**src/ueb_consts.svh**
```systemverilog
// offsets, field positions, reset values and counts of the receive error and baud block
// Overview of operation
// - error status resets zero, software reads only
// - bit 2 flags received parity mismatch
// - bit 1 flags missing stop bit
// - bit 0 flags frame done while buffer unread
// - only first stop bit is checked
// - overrun repeats while buffer stays unread
// - baud control resets zero, byte writes only
// - upper nibble picks fx/2^(n+2) source, lower zero
// - code 1000 routes external clock pin
// - internal baud is fx/2^(n+2)/8
// - external baud is pin clock/16
// - buffer read clears flags, next frame rewrites them
// - falling line resampled at half bit
`ifndef UEB_CONSTS_SVH
`define UEB_CONSTS_SVH
`define UEB_ADDR_STATUS  16'hff71
`define UEB_ADDR_BAUD    16'hff73
`define UEB_STATUS_RESET 3'h0
`define UEB_BAUD_RESET   8'h00
`define UEB_BIT_OVERRUN  0
`define UEB_BIT_FRAMING  1
`define UEB_BIT_PARITY   2
`define UEB_SEL_EXT      4'h8
`define UEB_HALF_BIT     3'h3
`define UEB_FULL_BIT     3'h7
`define UEB_PAR_NONE     2'h0
`define UEB_PAR_ZERO     2'h1
`define UEB_PAR_ODD      2'h2
`define UEB_PAR_EVEN     2'h3
`endif

```
**src/ueb_pkg.sv**
```systemverilog
// types of the receive error and baud block
package ueb_pkg;
   typedef enum logic [4:0] {
      S_IDLE  = 5'h01,
      S_START = 5'h02,
      S_DATA  = 5'h04,
      S_PAR   = 5'h08,
      S_STOP  = 5'h10
   } ueb_rx_state_t;

   // async mode settings held by the mode register elsewhere
   typedef struct packed {
      logic       rx_en;
      logic [1:0] parity;
      logic       char8;
      logic       stop_length_select;
   } ueb_mode_t;

   typedef struct packed {
      ueb_rx_state_t fsm;
      logic [7:0]    baud;
      logic [2:0]    flags;
      logic          full;
      logic [7:0]    shift;
      logic [7:0]    rxbuf;
      logic [2:0]    sub;
      logic [2:0]    nbit;
      logic          par_bit;
      logic [9:0]    pre;
      logic          ext_half;
      logic [1:0]    rx_sync;
      logic          rx_prev;
      logic [1:0]    ck_sync;
      logic          ck_prev;
      logic [7:0]    rdata;
      logic          done;
   } ueb_state_t;
endpackage

```
**src/ueb_uart_err_baud.sv**
```systemverilog
// receive error status, baud source control and the receiver that feeds them
`timescale 1ns/1ps
`default_nettype none
`include "ueb_consts.svh"

module ueb_uart_err_baud (
   // clock and reset
   input  wire logic             i_ref_clk,
   input  wire logic             i_arst_n,
   // memory access port
   input  wire logic [15:0]      i_addr,
   input  wire logic             i_wr,
   input  wire logic             i_rd,
   input  wire logic             i_bit_op,
   input  wire logic [7:0]       i_wdata,
   output logic      [7:0]       o_rdata,
   // mode settings and receive buffer
   input  wire ueb_pkg::ueb_mode_t i_mode,
   input  wire logic             i_rxbuf_rd,
   output logic      [7:0]       o_receive_buffer,
   output logic                  o_rx_done,
   // pins
   input  wire logic             i_rxd,
   input  wire logic             i_external_baud_clock_pin
);

   ueb_pkg::ueb_state_t s;
   ueb_pkg::ueb_state_t next_s;

   logic       ext_sel;
   logic       int_sel;
   logic [9:0] mask;
   logic       ck_rise;
   logic       sub_tick;
   logic       rx;
   logic       full_bit;
   logic [7:0] data;
   logic       ones_odd;

   // ********************************************
   // baud source
   // ********************************************
   always_comb begin
      ext_sel  = (s.baud[7:4] == `UEB_SEL_EXT);
      int_sel  = ~s.baud[7];
      mask     = (10'h004 << s.baud[6:4]) - 10'h001;
      ck_rise  = s.ck_sync[1] & ~s.ck_prev;
      // prohibited codes give no ticks at all
      sub_tick = (ext_sel & ck_rise & s.ext_half)
               | (int_sel & ((s.pre & mask) == mask));
      rx       = s.rx_sync[1];
      full_bit = sub_tick & (s.sub == `UEB_FULL_BIT);
      data     = i_mode.char8 ? s.shift : {1'b0, s.shift[7:1]};
      ones_odd = ^{data, s.par_bit};
   end

   // ********************************************
   // next state
   // ********************************************
   always_comb begin
      next_s            = s;
      next_s.done       = 1'b0;
      next_s.pre        = s.pre + 10'h001;
      next_s.rx_sync    = {s.rx_sync[0], i_rxd};
      next_s.rx_prev    = s.rx_sync[1];
      next_s.ck_sync    = {s.ck_sync[0], i_external_baud_clock_pin};
      next_s.ck_prev    = s.ck_sync[1];
      if (ck_rise) begin
         next_s.ext_half = ~s.ext_half;
      end

      // register port; a bit write to baud control is dropped
      if (i_wr && !i_bit_op && i_addr == `UEB_ADDR_BAUD) begin
         next_s.baud = {i_wdata[7:4], 4'h0};
      end
      if (i_rd) begin
         if (i_addr == `UEB_ADDR_STATUS) begin
            next_s.rdata = {5'h00, s.flags};
         end else if (i_addr == `UEB_ADDR_BAUD) begin
            next_s.rdata = s.baud;
         end else begin
            next_s.rdata = 8'h00;
         end
      end

      // buffer read empties it; a completing frame below overrides
      if (i_rxbuf_rd) begin
         next_s.full  = 1'b0;
         next_s.flags = 3'h0;
      end

      if (sub_tick) begin
         next_s.sub = s.sub + 3'h1;
      end

      case (s.fsm)
         ueb_pkg::S_IDLE: begin
            if (s.rx_prev && !rx) begin
               next_s.fsm = ueb_pkg::S_START;
               next_s.sub = 3'h0;
            end
         end
         ueb_pkg::S_START: begin
            if (sub_tick && s.sub == `UEB_HALF_BIT) begin
               next_s.sub  = 3'h0;
               next_s.nbit = 3'h0;
               // a glitch shorter than half a bit is dropped
               next_s.fsm  = rx ? ueb_pkg::S_IDLE : ueb_pkg::S_DATA;
            end
         end
         ueb_pkg::S_DATA: begin
            if (full_bit) begin
               next_s.shift = {rx, s.shift[7:1]};
               next_s.nbit  = s.nbit + 3'h1;
               if (s.nbit == (i_mode.char8 ? 3'h7 : 3'h6)) begin
                  next_s.fsm = (i_mode.parity == `UEB_PAR_NONE) ?
                               ueb_pkg::S_STOP : ueb_pkg::S_PAR;
               end
            end
         end
         ueb_pkg::S_PAR: begin
            if (full_bit) begin
               next_s.par_bit = rx;
               next_s.fsm     = ueb_pkg::S_STOP;
            end
         end
         ueb_pkg::S_STOP: begin
            // one stop bit ends the frame whatever the stop length
            if (full_bit) begin
               next_s.fsm   = ueb_pkg::S_IDLE;
               next_s.rxbuf = data;
               next_s.done  = 1'b1;
               next_s.full  = 1'b1;
               next_s.flags[`UEB_BIT_PARITY] =
                  (i_mode.parity == `UEB_PAR_ODD  && !ones_odd) ||
                  (i_mode.parity == `UEB_PAR_EVEN &&  ones_odd);
               next_s.flags[`UEB_BIT_FRAMING] = ~rx;
               next_s.flags[`UEB_BIT_OVERRUN] =
                  s.full & ~i_rxbuf_rd;
            end
         end
         default: begin
            next_s.fsm = ueb_pkg::S_IDLE;
         end
      endcase

      // disabling stops reception at once and leaves buffer and flags
      if (!i_mode.rx_en) begin
         next_s.fsm  = ueb_pkg::S_IDLE;
         next_s.done = 1'b0;
         if (s.fsm == ueb_pkg::S_STOP) begin
            next_s.rxbuf = s.rxbuf;
            next_s.full  = i_rxbuf_rd ? 1'b0 : s.full;
            next_s.flags = i_rxbuf_rd ? 3'h0 : s.flags;
         end
      end
   end

   // ********************************************
   // state register
   // ********************************************
   always_ff @(posedge i_ref_clk or negedge i_arst_n) begin
      if (!i_arst_n) begin
         s       <= '0;
         s.fsm   <= ueb_pkg::S_IDLE;
         s.baud  <= `UEB_BAUD_RESET;
         s.flags <= `UEB_STATUS_RESET;
      end else begin
         s <= next_s;
      end
   end

   assign o_rdata          = s.rdata;
   assign o_receive_buffer = s.rxbuf;
   assign o_rx_done        = s.done;
endmodule // ueb_uart_err_baud
`default_nettype wire

```
**config.mk**
```make
export PLATFORM = sky130hd
export DESIGN_NAME = ueb_uart_err_baud
export DESIGN_NICKNAME = d
export VERILOG_FILES = /design/src/ueb_pkg.sv /design/src/ueb_uart_err_baud.sv
export VERILOG_INCLUDE_DIRS = /design/src
export SDC_FILE = /design/constraint.sdc
export NUM_CORES = 1
export LEC_CHECK = 0
export BUFFER_PORTS_ARGS = -buffer_cell sky130_fd_sc_hd__buf_2
export CELL_PAD_IN_SITES_DETAIL_PLACEMENT = 0
export CELL_PAD_IN_SITES_GLOBAL_PLACEMENT = 2
export CORE_MARGIN = 8
export CORE_UTILIZATION = 37
export DETAILED_ROUTE_END_ITERATION = 16
export GPL_ROUTABILITY_DRIVEN = 1
export PLACE_DENSITY_LB_ADDON = 0.1
export SKIP_LAST_GASP = 1
export SYNTH_ARGS = -nofsm -noshare
export SYNTH_HDL_FRONTEND = slang
export SYNTH_SLANG_ARGS = --single-unit
```
**constraint.sdc**
```tcl
create_clock -name i_ref_clk -period 2.88 [get_ports i_ref_clk]
set_input_delay 0.288 -clock i_ref_clk [delete_from_list [all_inputs] [get_ports i_ref_clk]]
set_output_delay 0.288 -clock i_ref_clk [all_outputs]
set_load 0.01 [all_outputs]
```
# After elaboration in Yosys (flattened, before gate mapping)
# Index checks and enable logic that the tools add are counted.
# classes
add_sub_neg	4
bitwise_logic	13
mux	34
n_eq_ne	24
n_shift	1
n_reduce_logical	17
# op_table
cell	count
two-way mux 8 bit	7
two-way mux 5 bit	8
== test 16 bit, second input constant	2
case mux 5 bit (5 select lines)	1
inequality test 3 bit, second input constant	7
two-way mux 4 bit	5
two-way mux 3 bit	5
case mux 3 bit (2 select lines)	2
adder 10 x 1 -> 10 bit, second input constant	1
AND 10 bit	1
== test 10 bit	1
<< shifter 3 x 3 -> 10 bit, first input constant	1
subtractor 10 x 1 -> 10 bit, second input constant	1
parity 9 bit	1
adder 3 x 1 -> 3 bit, second input constant	2
AND 1 bit	6
logical AND 1 bit	6
two-way mux 6 bit	1
inequality test 2 bit, second input constant	3
AND reduction 6 bit	1
== test 5 x 1 -> 1 bit, second input constant	1
== test 5 x 2 -> 1 bit, second input constant	1
== test 5 x 3 -> 1 bit, second input constant	1
== test 5 x 4 -> 1 bit, second input constant	1
15 further kinds	27
# totals
elab_cells	110
ff_bits	62
input_bits	37

# Depth between registers and ports, before layout
# Gate-level depths: netlist of the first run.
# logic_depth
word_depth	11
mapped_depth	11
mapped_depth_nobuf	9

# Least setup slack after synthesis of the first run
# Ideal clock, no wire load.
# synth_path
path_kind	register -> register
startpoint	register s[58] (netlist bit)
endpoint	register s (netlist bit o_receive_buffer[3])
slack_ns	0.273
arrival_time_ns	2.482
stages_incl_launch_ff	12
setup_ns	0.125
cell_sequence	dfrtp_1 buf_6 nor3_4 inv_1 ha_1 or3b_1 a31oi_2 a2111oi_4 a21oi_4 nor3b_4 buf_6 mux2_4
# synth_between
elab_chain_len	11
word_cells_on_any_way	14
# synth_lines
element	line_no	rtl
from (decl)	ueb_uart_err_baud.sv:27	ueb_pkg::ueb_state_t s;
from (signal assigned)	ueb_uart_err_baud.sv:169	s <= next_s;
<< shifter 3 x 3 -> 10 bit	ueb_uart_err_baud.sv:46	mask = (10'h004 << s.baud[6:4]) - 10'h001;
subtractor 10 x 1 -> 10 bit	ueb_uart_err_baud.sv:46	
AND 10 bit	ueb_uart_err_baud.sv:50	| (int_sel & ((s.pre & mask) == mask));
== test 10 bit	ueb_uart_err_baud.sv:50	
AND 1 bit	ueb_uart_err_baud.sv:50	
bitwise OR 1 bit (*)	ueb_uart_err_baud.sv:50	
AND 1 bit (*)	ueb_uart_err_baud.sv:52	full_bit = sub_tick & (s.sub == `UEB_FULL_BIT);
two-way mux 8 bit (*)	ueb_uart_err_baud.sv:129	if (full_bit) begin
two-way mux 8 bit (*)	ueb_uart_err_baud.sv:96	case (s.fsm)
two-way mux 8 bit	ueb_uart_err_baud.sv:151	if (s.fsm == ueb_pkg::S_STOP) begin
two-way mux 8 bit (*)	ueb_uart_err_baud.sv:148	if (!i_mode.rx_en) begin
# Mark *: on every way between the ends. The rest lies on a longest branch, timed or not. The select of a mux whose other input is x is not followed.
# A chain may end at the register's enable or synchronous reset.

# Worst setup path in the final report of the first run
# layout_path
startpoint	register s[58] (netlist bit)
endpoint	register s (netlist bit o_receive_buffer[1])
# The elaborated chain is that of the path after synthesis.

==> flow_summary.ini, run 1 <==
[status]
status = complete, no violations

[critical_path]
arrival_ns = 2.95
r2r_slack_ns = 0.16
path_cells = nor3_4, inv_1, ha_2, or3b_1, a31oi_2, a2111oi_4, a21oi_4, nor3b_4, buf_12, mux2_2
cp_num_buf_inv = 2
critPathTopFamily = compound AO/OA/AOI/OAI gates
setup.worst_path.class = register to register
worst-path-max-fanout = 13
slowest_stage = dfrtp_1
crit_path_end_kind = register
required_ns = 3.11
startpoint_type = register
slowest_delay_ns = 0.43

[logic_synthesis]
synth_seq_cells = 60
synth_top_family_by_area = simple AND/OR/NAND/NOR gates
seq_area_frac_synth = 0.455
syn_inst = 300
yosysWarnings = 0
synth_compound_area_frac = 0.111
post-synth-top-count-cell = dfrtp_1
yosysTopAreaCellShare = 0.447
synthArstFlopShare = 1.00
synth-adder-area-share = 0.0227
synthesis.nets = 343
synth.area.mux_share = 0.124
synthSimpleGateAreaFrac = 0.140
synth.avg_cell_area_sq_um = 11.0
synth_top_cell_by_area = dfrtp_1
synth_common_cells = dfrtp_1, inv_1, o21ai_0
synth_flop_cell = dfrtp_1
synth.cell_area_sq_um = 3310
ys_top_cells_by_area = dfrtp_1, mux2_2, mux2_4
ys_types = 55
synth_edf_count = 0
synth_xor_area_frac = 0.0556

[placed_design]
post-place-ws_ns = 0.153
place_congestion = 0.758
hpwlAfterDp_um = 4950
port_buffers = 47
numPlacedInstances = 434

[finish]
antennaDiodeCount = 0
drive_above_1_share = 0.323
final_cells = 452
syn2layout_area_growth_pct = 13.6
final_core_util = 0.433
final_nets = 382

[sta]
setup_ws_ns = 0.160
worst_pin_slew_ns = 1.11
timing.final.hold_violations = 0
period_minus_slack_ns = 2.72
rsz0062_at_grt = false
skew_ns = 0.00922
fmax_ghz = 0.368
finalSetupViolations = 0
setup_tns_ns = 0
maxSlewViolCount = 0
max-slew-margin-rel = 0.259
period_share = 0.944

[floorplanning]
dieWidth_um = 111
start_util = 0.381
ios = 54
rows = 34
coreArea_sq_um = 8680
fp.dieH_um = 111
die_area_sq_um = 12200

[clock_network]
cts.path.max_buffers = 2
holdBufCountCts = 0
worstSkewPairLatency_ns = 0.34
cts_tree = yes
cts_made_buffers = 9
cts.clk_slew.worst_paths_ns = 0.07
cts_num_sinks = 60
cts-root-buf = clkbuf_8
h-tree-depth = 3

[global_route]
grt_usage = 0.119
grt_pass1_wl_um = 12100
grt_pass1_vias = 2377
antenna_found_initial = 0
gr-total-overflow = 0
grt_max_degree = 48

[drt]
viasPerCell = 5.03
drtIter0Drc = 58
wl_um = 6980
drt_first_pass_iters = 4
drt-wirelength-per-cell_um = 15.4
dr_total_vias = 2272
ant_nets = 0
drcViolationCount = 0

[power]
internal_power_w = 0.00137
pwr-share-clk = 0.396
p_sw_w = 0.000530
p_comb_frac = 0.118
ir_drop_mv = 0.231
seq_power_share = 0.486
power.density_nw_per_um2 = 507
switching_share = 0.279
leakage_nw = 1.74

[run]
maxCapViolCount = 0

[min_path]
hp-class = primary input to register
## sequential cells by signal, summed over array words and instances, names as in the netlist
name              count
next_s                4
o_rdata               7
o_receive_buffer      8
o_rx_done             1
s                    40
## worst paths after layout
path                                                start                               to  depth (start not counted)
worst max-delay path                    s[58]$_DFFE_PN0P_  o_receive_buffer[1]$_DFFE_PN0P_                         10
worst min-delay path            i_external_baud_clock_pin             next_s[11]$_DFF_PN0_                          1
worst max register to register          s[58]$_DFFE_PN0P_  o_receive_buffer[1]$_DFFE_PN0P_                         10
worst min register to register       next_s[14]$_DFF_PN0_             next_s[12]$_DFF_PN0_                          0
max in group asynchronous                        i_arst_n  o_receive_buffer[7]$_DFFE_PN0P_                          2
min in group asynchronous                        i_arst_n                  s[21]$_DFF_PN0_                          1
## repair_timing
| item | in CTS | in global routing |
|---|---|---|
| hold endpoints to repair | 0 | 0 |
| endpoints found under the setup margin | 0 | 11 |
| resized for setup | 0 | 4 |
| buffers inserted | 0 | 2 |
## routing by layer
| metal | vias up | GRT usage | wire [um] |
|---|---|---|---|
| met2 | 34 | 0.189 | 3280 |
| met4 | 0 | 0.0541 | 97 |
| met3 | 9 | 0.0271 | 239 |
| met1 | 1110 | 0.151 | 3360 |
| met5 | - | 0 | 0 |
| li1 | 1119 | - | - |
## cells in the final DEF (no fill, tap or decap), drive strengths merged, types with 9 or more instances in the layout
cell / instances
dfrtp: 59
clkbuf: 10
nand3: 12
mux2i: 9
buf: 57
nor2: 10
mux2: 25
xnor2: 15
a21oi: 9
o21ai: 20
nand2: 16
inv: 20
## metrics by stage
step           power, W  hold WS (ns)  instance area, sq um
2_1_floorplan   0.00109      -0.00759                  3310
3_5_place_dp    0.00117         0.343                  3530
3_3_place_gp    0.00117         0.339                  3530
6_report        0.00190        0.0506                  3750
4_1_cts         0.00194        0.0351                  3730
5_1_grt         0.00200        0.0420                  3750
## kinds of logic (layout without fill, tap and decap cells)
kind of cell | count (synthesis) | after routing
compound gates | 51 | 51
xor+xnor | 21 | 21
flops | 60 | 60
fa+ha+maj | 6 | 6
mux | 34 | 34
buf+inv | 49 | 93
other cells | 1 | 1
simple gates | 78 | 78
## power groups by stage
stage          logic, W  clock network [W]  registers (W)
2_1_floorplan  0.000179                  0       0.000908
3_3_place_gp   0.000225                  0       0.000940
3_5_place_dp   0.000226                  0       0.000940
4_1_cts        0.000227           0.000789       0.000923
5_1_grt        0.000257           0.000815       0.000931
6_report       0.000225           0.000754       0.000924
## area by class of cell
cell class / instances / area (sq um)
clock inverter: 6 / 65.1
tap: 108 / 135
fill: 883 / 4920
multi-input combinational: 191 / 1510
inverter: 20 / 75.1
timing repair buffer: 57 / 339
clock buffer: 10 / 128
sequential: 60 / 1500
Power figures use the tool's default switching activity.
==> run 2: changes to the inputs <==
--- a/config.mk
+++ b/config.mk
@@ -10,7 +10,7 @@
 export CELL_PAD_IN_SITES_DETAIL_PLACEMENT = 0
 export CELL_PAD_IN_SITES_GLOBAL_PLACEMENT = 2
 export CORE_MARGIN = 8
-export CORE_UTILIZATION = 37
+export CORE_UTILIZATION = 39
 export DETAILED_ROUTE_END_ITERATION = 16
 export GPL_ROUTABILITY_DRIVEN = 1
 export PLACE_DENSITY_LB_ADDON = 0.1
@@ -18,3 +18,4 @@
 export SYNTH_ARGS = -nofsm -noshare
 export SYNTH_HDL_FRONTEND = slang
 export SYNTH_SLANG_ARGS = --single-unit
+export TNS_END_PERCENT = 1
==> constraint.sdc (replaced) <==
create_clock -name i_ref_clk -period 3.2 [get_ports i_ref_clk]
set_input_delay 0.48 -clock i_ref_clk [delete_from_list [all_inputs] [get_ports i_ref_clk]]
set_output_delay 0.48 -clock i_ref_clk [all_outputs]
set_load 0.01 [all_outputs]
==> run 2 against run 1 <==
  * Non-clock buffer count fell by 5
  * Final area fell by 0.63%
  * Fmax fell by 2.9%
  * Routed wire length fell by 5.7%
  * Combinational power fell by 12%
  * Critical path type unchanged
  * Largest cell class is now flip-flops and latches
==> flow_summary.ini, run 2 (synthesized netlist as in run 1, its figures left out) <==
[clock_network]
holdBufCountCts = 0
cts_setup_buffers = 0
h-tree-depth = 3
worstSkewPairLatency_ns = 0.34
cts_made_buffers = 9
cts.clk_slew.worst_paths_ns = 0.07
cts.path.max_buffers = 2
cts_tree = yes
cts-root-buf = clkbuf_8
cts_num_sinks = 60
cts-resized-gates = 0

[global_route]
grt_usage = 0.120
antenna_found_initial = 0
gr-total-overflow = 0
use_met2 = 0.187
grt_pass1_vias = 2299
gr-max-usage-layer = met2
grtUsageMet1 = 0.151
grt_max_degree = 61
met3_usage = 0.0476
grt_pass1_wl_um = 11200

[drt]
drt-wirelength-per-cell_um = 14.8
viasPerCell = 5.05
ant_nets = 0
drtIter0Drc = 144
wl_um = 6580
drcViolationCount = 0
dr_total_vias = 2241
drt_first_pass_iters = 4

[placed_design]
port_buffers = 47
place_congestion = 0.780
hpwlAfterDp_um = 4760
numPlacedInstances = 428
dpl_cell_area_sq_um = 3510

[min_path]
hold_start = i_external_baud_clock_pin
hp-class = primary input to register
min_to = next_s[11]$_DFF_PN0_
worstHoldPathCells = 1

[finish]
final_cell_mix = dfrtp_1, buf_2, inv_1
final_cells = 444
layout_commonest_cell = dfrtp_1
regMostFlops = s
multiInputGateArea_sq_um = 1500
syn2layout_area_growth_pct = 12.9
fill_cells = 788
largest_reg_flops = 40
seq_area_sq_um = 1500
antennaDiodeCount = 0
drive_above_1_share = 0.310
postLayoutCellArea_sq_um = 3730
final_nets = 377

[critical_path]
worstRegToRegCells = 10
worst-path-max-fanout = 12
crit_path_end_kind = register
startpoint_type = register
reg2reg_to = s[32]$_DFF_PN0_
required_ns = 3.44
r2r_slack_ns = 0.40
arrival_ns = 3.04
setup.worst_path.class = register to register
rr_startpoint = s[58]$_DFFE_PN0P_

[floorplanning]
rows = 33
ios = 54
start_util = 0.402
die_area_sq_um = 11700
dieWidth_um = 108
coreArea_sq_um = 8220
fp.dieH_um = 108

[sta]
max-slew-margin-rel = 0.498
skew_ns = 0.00939
period_share = 0.876
period_minus_slack_ns = 2.80
finalSetupViolations = 0
whs_ns = 0.244
setup_tns_ns = 0
worst_pin_slew_ns = 0.753
fmax_ghz = 0.357
timing.final.hold_violations = 0
maxSlewViolCount = 0
rsz0062_at_grt = false

[power]
p_comb_frac = 0.110
finalPower_w = 0.00180
leakage_nw = 1.72
switching_share = 0.270
power.density_nw_per_um2 = 483
seq_power_share = 0.460
internal_power_w = 0.00132
p_sw_w = 0.000486
ir_drop_mv = 0.250
pwr-share-clk = 0.430

[run]
maxCapViolCount = 0

[status]
status = complete, no violations
## run 2: cell count changes in the layout (fill, tap and decap cells not counted)
cell       delta
buf_4         -4
buf_6         -1
bufinv_16     +1
clkbuf_1      -1
clkinv_2      -1
ha_1          +1
ha_2          -1
inv_6         +1
o2111ai_1     +1
o2111ai_2     -1
o21ai_0       +1
o21ai_1       -1
## run 2: worst max-delay path by stage
stage	startpoint	end	slack, ns	cells past startpoint
after floorplan	s[58]$_DFFE_PN0P_	o_receive_buffer[3]$_DFFE_PN0P_	0.59	11
after global placement	s[58]$_DFFE_PN0P_	s[32]$_DFF_PN0_	0.39	10
after detailed placement	s[58]$_DFFE_PN0P_	s[32]$_DFF_PN0_	0.39	10
after CTS	s[58]$_DFFE_PN0P_	s[32]$_DFF_PN0_	0.38	10
after global routing	s[58]$_DFFE_PN0P_	s[32]$_DFF_PN0_	0.12	10
final	s[58]$_DFFE_PN0P_	s[32]$_DFF_PN0_	0.40	10
## run 2: layout make-up
class / count / share of cell area
Inverter: 20 / 0.0201
Clock inverter: 7 / 0.0265
Tap cell: 105 / 0.0352
Timing Repair Buffer: 52 / 0.0798
Clock buffer: 9 / 0.0332
Sequential cell: 60 / 0.403
Multi-Input combinational cell: 191 / 0.402
## run 2: routing by layer
metal | wire (um) | up-vias
met5 | 0 | -
met4 | 61 | 0
met3 | 314 | 4
met2 | 3190 | 34
met1 | 3020 | 1092
li1 | - | 1111
## run 2: worst max-delay path: stages, from the launching register on
cell       delay (ns)
dfrtp_1          0.50
nor3_4           0.24
inv_1            0.08
ha_1             0.27
and4bb_2         0.26
o21ai_0          0.14
o2111ai_1        0.27
a21oi_4          0.28
buf_4            0.22
o21ai_0          0.18
a221oi_1         0.27
## run 2: per-stage QoR
stage,setup slack [ns],util
after global routing,0.117,0.454
after detailed placement,0.393,0.427
after CTS,0.376,0.454
final,0.398,0.454
after global placement,0.387,0.427
after floorplan,0.593,-
## run 2: power by group through the flow
stage	clock [W]	combinational, W	sequential [W]
3_5_place_dp	0	0.000201	0.000844
6_report	0.000774	0.000199	0.000829
4_1_cts	0.000795	0.000202	0.000829
2_1_floorplan	0	0.000161	0.000818
3_3_place_gp	0	0.000202	0.000845
5_1_grt	0.000836	0.000227	0.000837
==> run 3: changes to the inputs <==
--- a/config.mk
+++ b/config.mk
@@ -13,7 +13,7 @@
 export CORE_UTILIZATION = 39
 export DETAILED_ROUTE_END_ITERATION = 16
 export GPL_ROUTABILITY_DRIVEN = 1
-export PLACE_DENSITY_LB_ADDON = 0.1
+export PLACE_DENSITY = 0.91
 export SKIP_LAST_GASP = 1
 export SYNTH_ARGS = -nofsm -noshare
 export SYNTH_HDL_FRONTEND = slang
==> run 3 against run 2 <==
  * Clock skew fell by 0.0022 ns
  * Final area fell by 0.20%
  * Utilization fell by 0.091 points
  * Clock power fell by 7.9%
  * Setup slack got worse by 0.056 ns
  * Count of clock-buffer cells in the layout rose by 2
  * Register-to-register slack got worse by 0.06 ns
  * Power fell by 3.5%
==> flow_summary.ini, run 3 (synthesized netlist as in run 1, its figures left out) <==
[power]
leakage_nw = 1.73
power.density_nw_per_um2 = 467
ir_drop_mv = 0.304
finalPower_w = 0.00174

[drt]
ant_nets = 0
wl_um = 6520
drt_first_pass_iters = 4
drtIter0Drc = 89
viasPerCell = 5.04
drcViolationCount = 0
drt-wirelength-per-cell_um = 14.5
dr_total_vias = 2259

[sta]
finalSetupViolations = 0
timing.final.hold_violations = 0
rsz0062_at_grt = false
skew_ns = 0.00723
maxSlewViolCount = 0
worst_pin_slew_ns = 0.759
period_minus_slack_ns = 2.86
fmax_ghz = 0.350
setup_tns_ns = 0
period_share = 0.893
max-slew-margin-rel = 0.494

[clock_network]
cts_setup_buffers = 0
holdBufCountCts = 0
cts_num_sinks = 60
worstSkewPairLatency_ns = 0.35
cts_made_buffers = 9
cts-resized-gates = 0
cts.clk_slew.worst_paths_ns = 0.07
cts_tree = yes
cts-root-buf = clkbuf_8
h-tree-depth = 3
cts.path.max_buffers = 2

[floorplanning]
ios = 54
rows = 33
fp.dieH_um = 108
start_util = 0.402
coreArea_sq_um = 8220
dieWidth_um = 108
die_area_sq_um = 11700

[global_route]
grt_usage = 0.119
gr-total-overflow = 0
grt_pass1_vias = 2373
grt_max_degree = 61
antenna_found_initial = 0
grt_pass1_wl_um = 11000

[min_path]
min_to = next_s[11]$_DFF_PN0_
hp-class = primary input to register
hold_start = i_external_baud_clock_pin
worstHoldPathCells = 1

[finish]
syn2layout_area_growth_pct = 12.6
drive_above_1_share = 0.318
layout_commonest_cell = dfrtp_1
final_nets = 381
antennaDiodeCount = 0
largest_reg_flops = 40
final_cell_mix = dfrtp_1, buf_2, inv_1
regMostFlops = s

[critical_path]
crit_path_end_kind = register
r2r_slack_ns = 0.34
worstRegToRegCells = 11
arrival_ns = 3.13
required_ns = 3.47
reg2reg_to = s[52]$_DFFE_PN0P_
worst-path-max-fanout = 10
rr_startpoint = s[58]$_DFFE_PN0P_
startpoint_type = register
setup.worst_path.class = register to register

[placed_design]
hpwlAfterDp_um = 4690
port_buffers = 47
place_congestion = 0.818

[run]
maxCapViolCount = 0

[status]
status = complete, no violations
[run 3: changes by cell type in the layout (fill, tap and decap cells not counted), sizes merged]
cell,change
buf,+4
clkbuf,+2
clkinv,-2
bufinv,-1
clkinvlp,+1
[run 3: layout make-up]
type,instances,area [sq um]
fillers,772,4490
well taps,105,131
multi-input cells,191,1500
inverters,20,75.1
flip-flops and latches,60,1500
clock inverters,5,58.8
clock buffers,11,151
repair buffers,56,303
[run 3: worst max-delay path by stage]
| stage | startpoint | to | slack [ns] | cells after the start |
|---|---|---|---|---|
| after floorplan | s[58]$_DFFE_PN0P_ | o_receive_buffer[3]$_DFFE_PN0P_ | 0.59 | 11 |
| after global placement | s[58]$_DFFE_PN0P_ | o_receive_buffer[4]$_DFFE_PN0P_ | 0.39 | 10 |
| after detailed placement | s[58]$_DFFE_PN0P_ | s[52]$_DFFE_PN0P_ | 0.35 | 11 |
| after CTS | s[58]$_DFFE_PN0P_ | s[52]$_DFFE_PN0P_ | 0.32 | 11 |
| after global routing | s[58]$_DFFE_PN0P_ | s[52]$_DFFE_PN0P_ | 0.11 | 11 |
| final | s[58]$_DFFE_PN0P_ | s[52]$_DFFE_PN0P_ | 0.34 | 11 |
[run 3: report_power, final]
part	switching (W)	internal (W)	total, W	leakage, nW
clock	0.000310	0.000403	0.000713	0.102
combinational	0.000112	0.0000834	0.000196	0.829
sequential	0.0000385	0.000791	0.000830	0.796
[run 3: metal layers]
layer  global-route usage  vias to the layer above  wire length, um
met4               0.0387                        0               63
li1                     -                     1115                -
met1                0.149                     1082             3060
met5                    0                        -                0
met3               0.0529                        6              563
met2                0.179                       56             2830
[run 3: metrics by stage]
step | hold WS [ns] | area [sq um] | setup WS (ns) | cells | utilization
floorplan | 0.184 | 3310 | 0.593 | 300 | -
global route | 0.217 | 3720 | 0.113 | 448 | 0.453
global placement | 0.339 | 3510 | 0.390 | 432 | 0.428
finish | 0.238 | 3720 | 0.342 | 448 | 0.453
detailed placement | 0.339 | 3510 | 0.349 | 432 | 0.428
CTS | 0.219 | 3720 | 0.320 | 448 | 0.453
[run 3: worst max-delay path, cell delays in order (launching register included)]
cell	delay [ns]
dfrtp_1	0.43
nor3_4	0.22
inv_1	0.09
ha_1	0.28
or3b_1	0.20
a31oi_2	0.12
a2111oi_4	0.35
a21oi_4	0.18
nor3b_4	0.34
buf_4	0.22
buf_4	0.17
mux2i_1	0.18
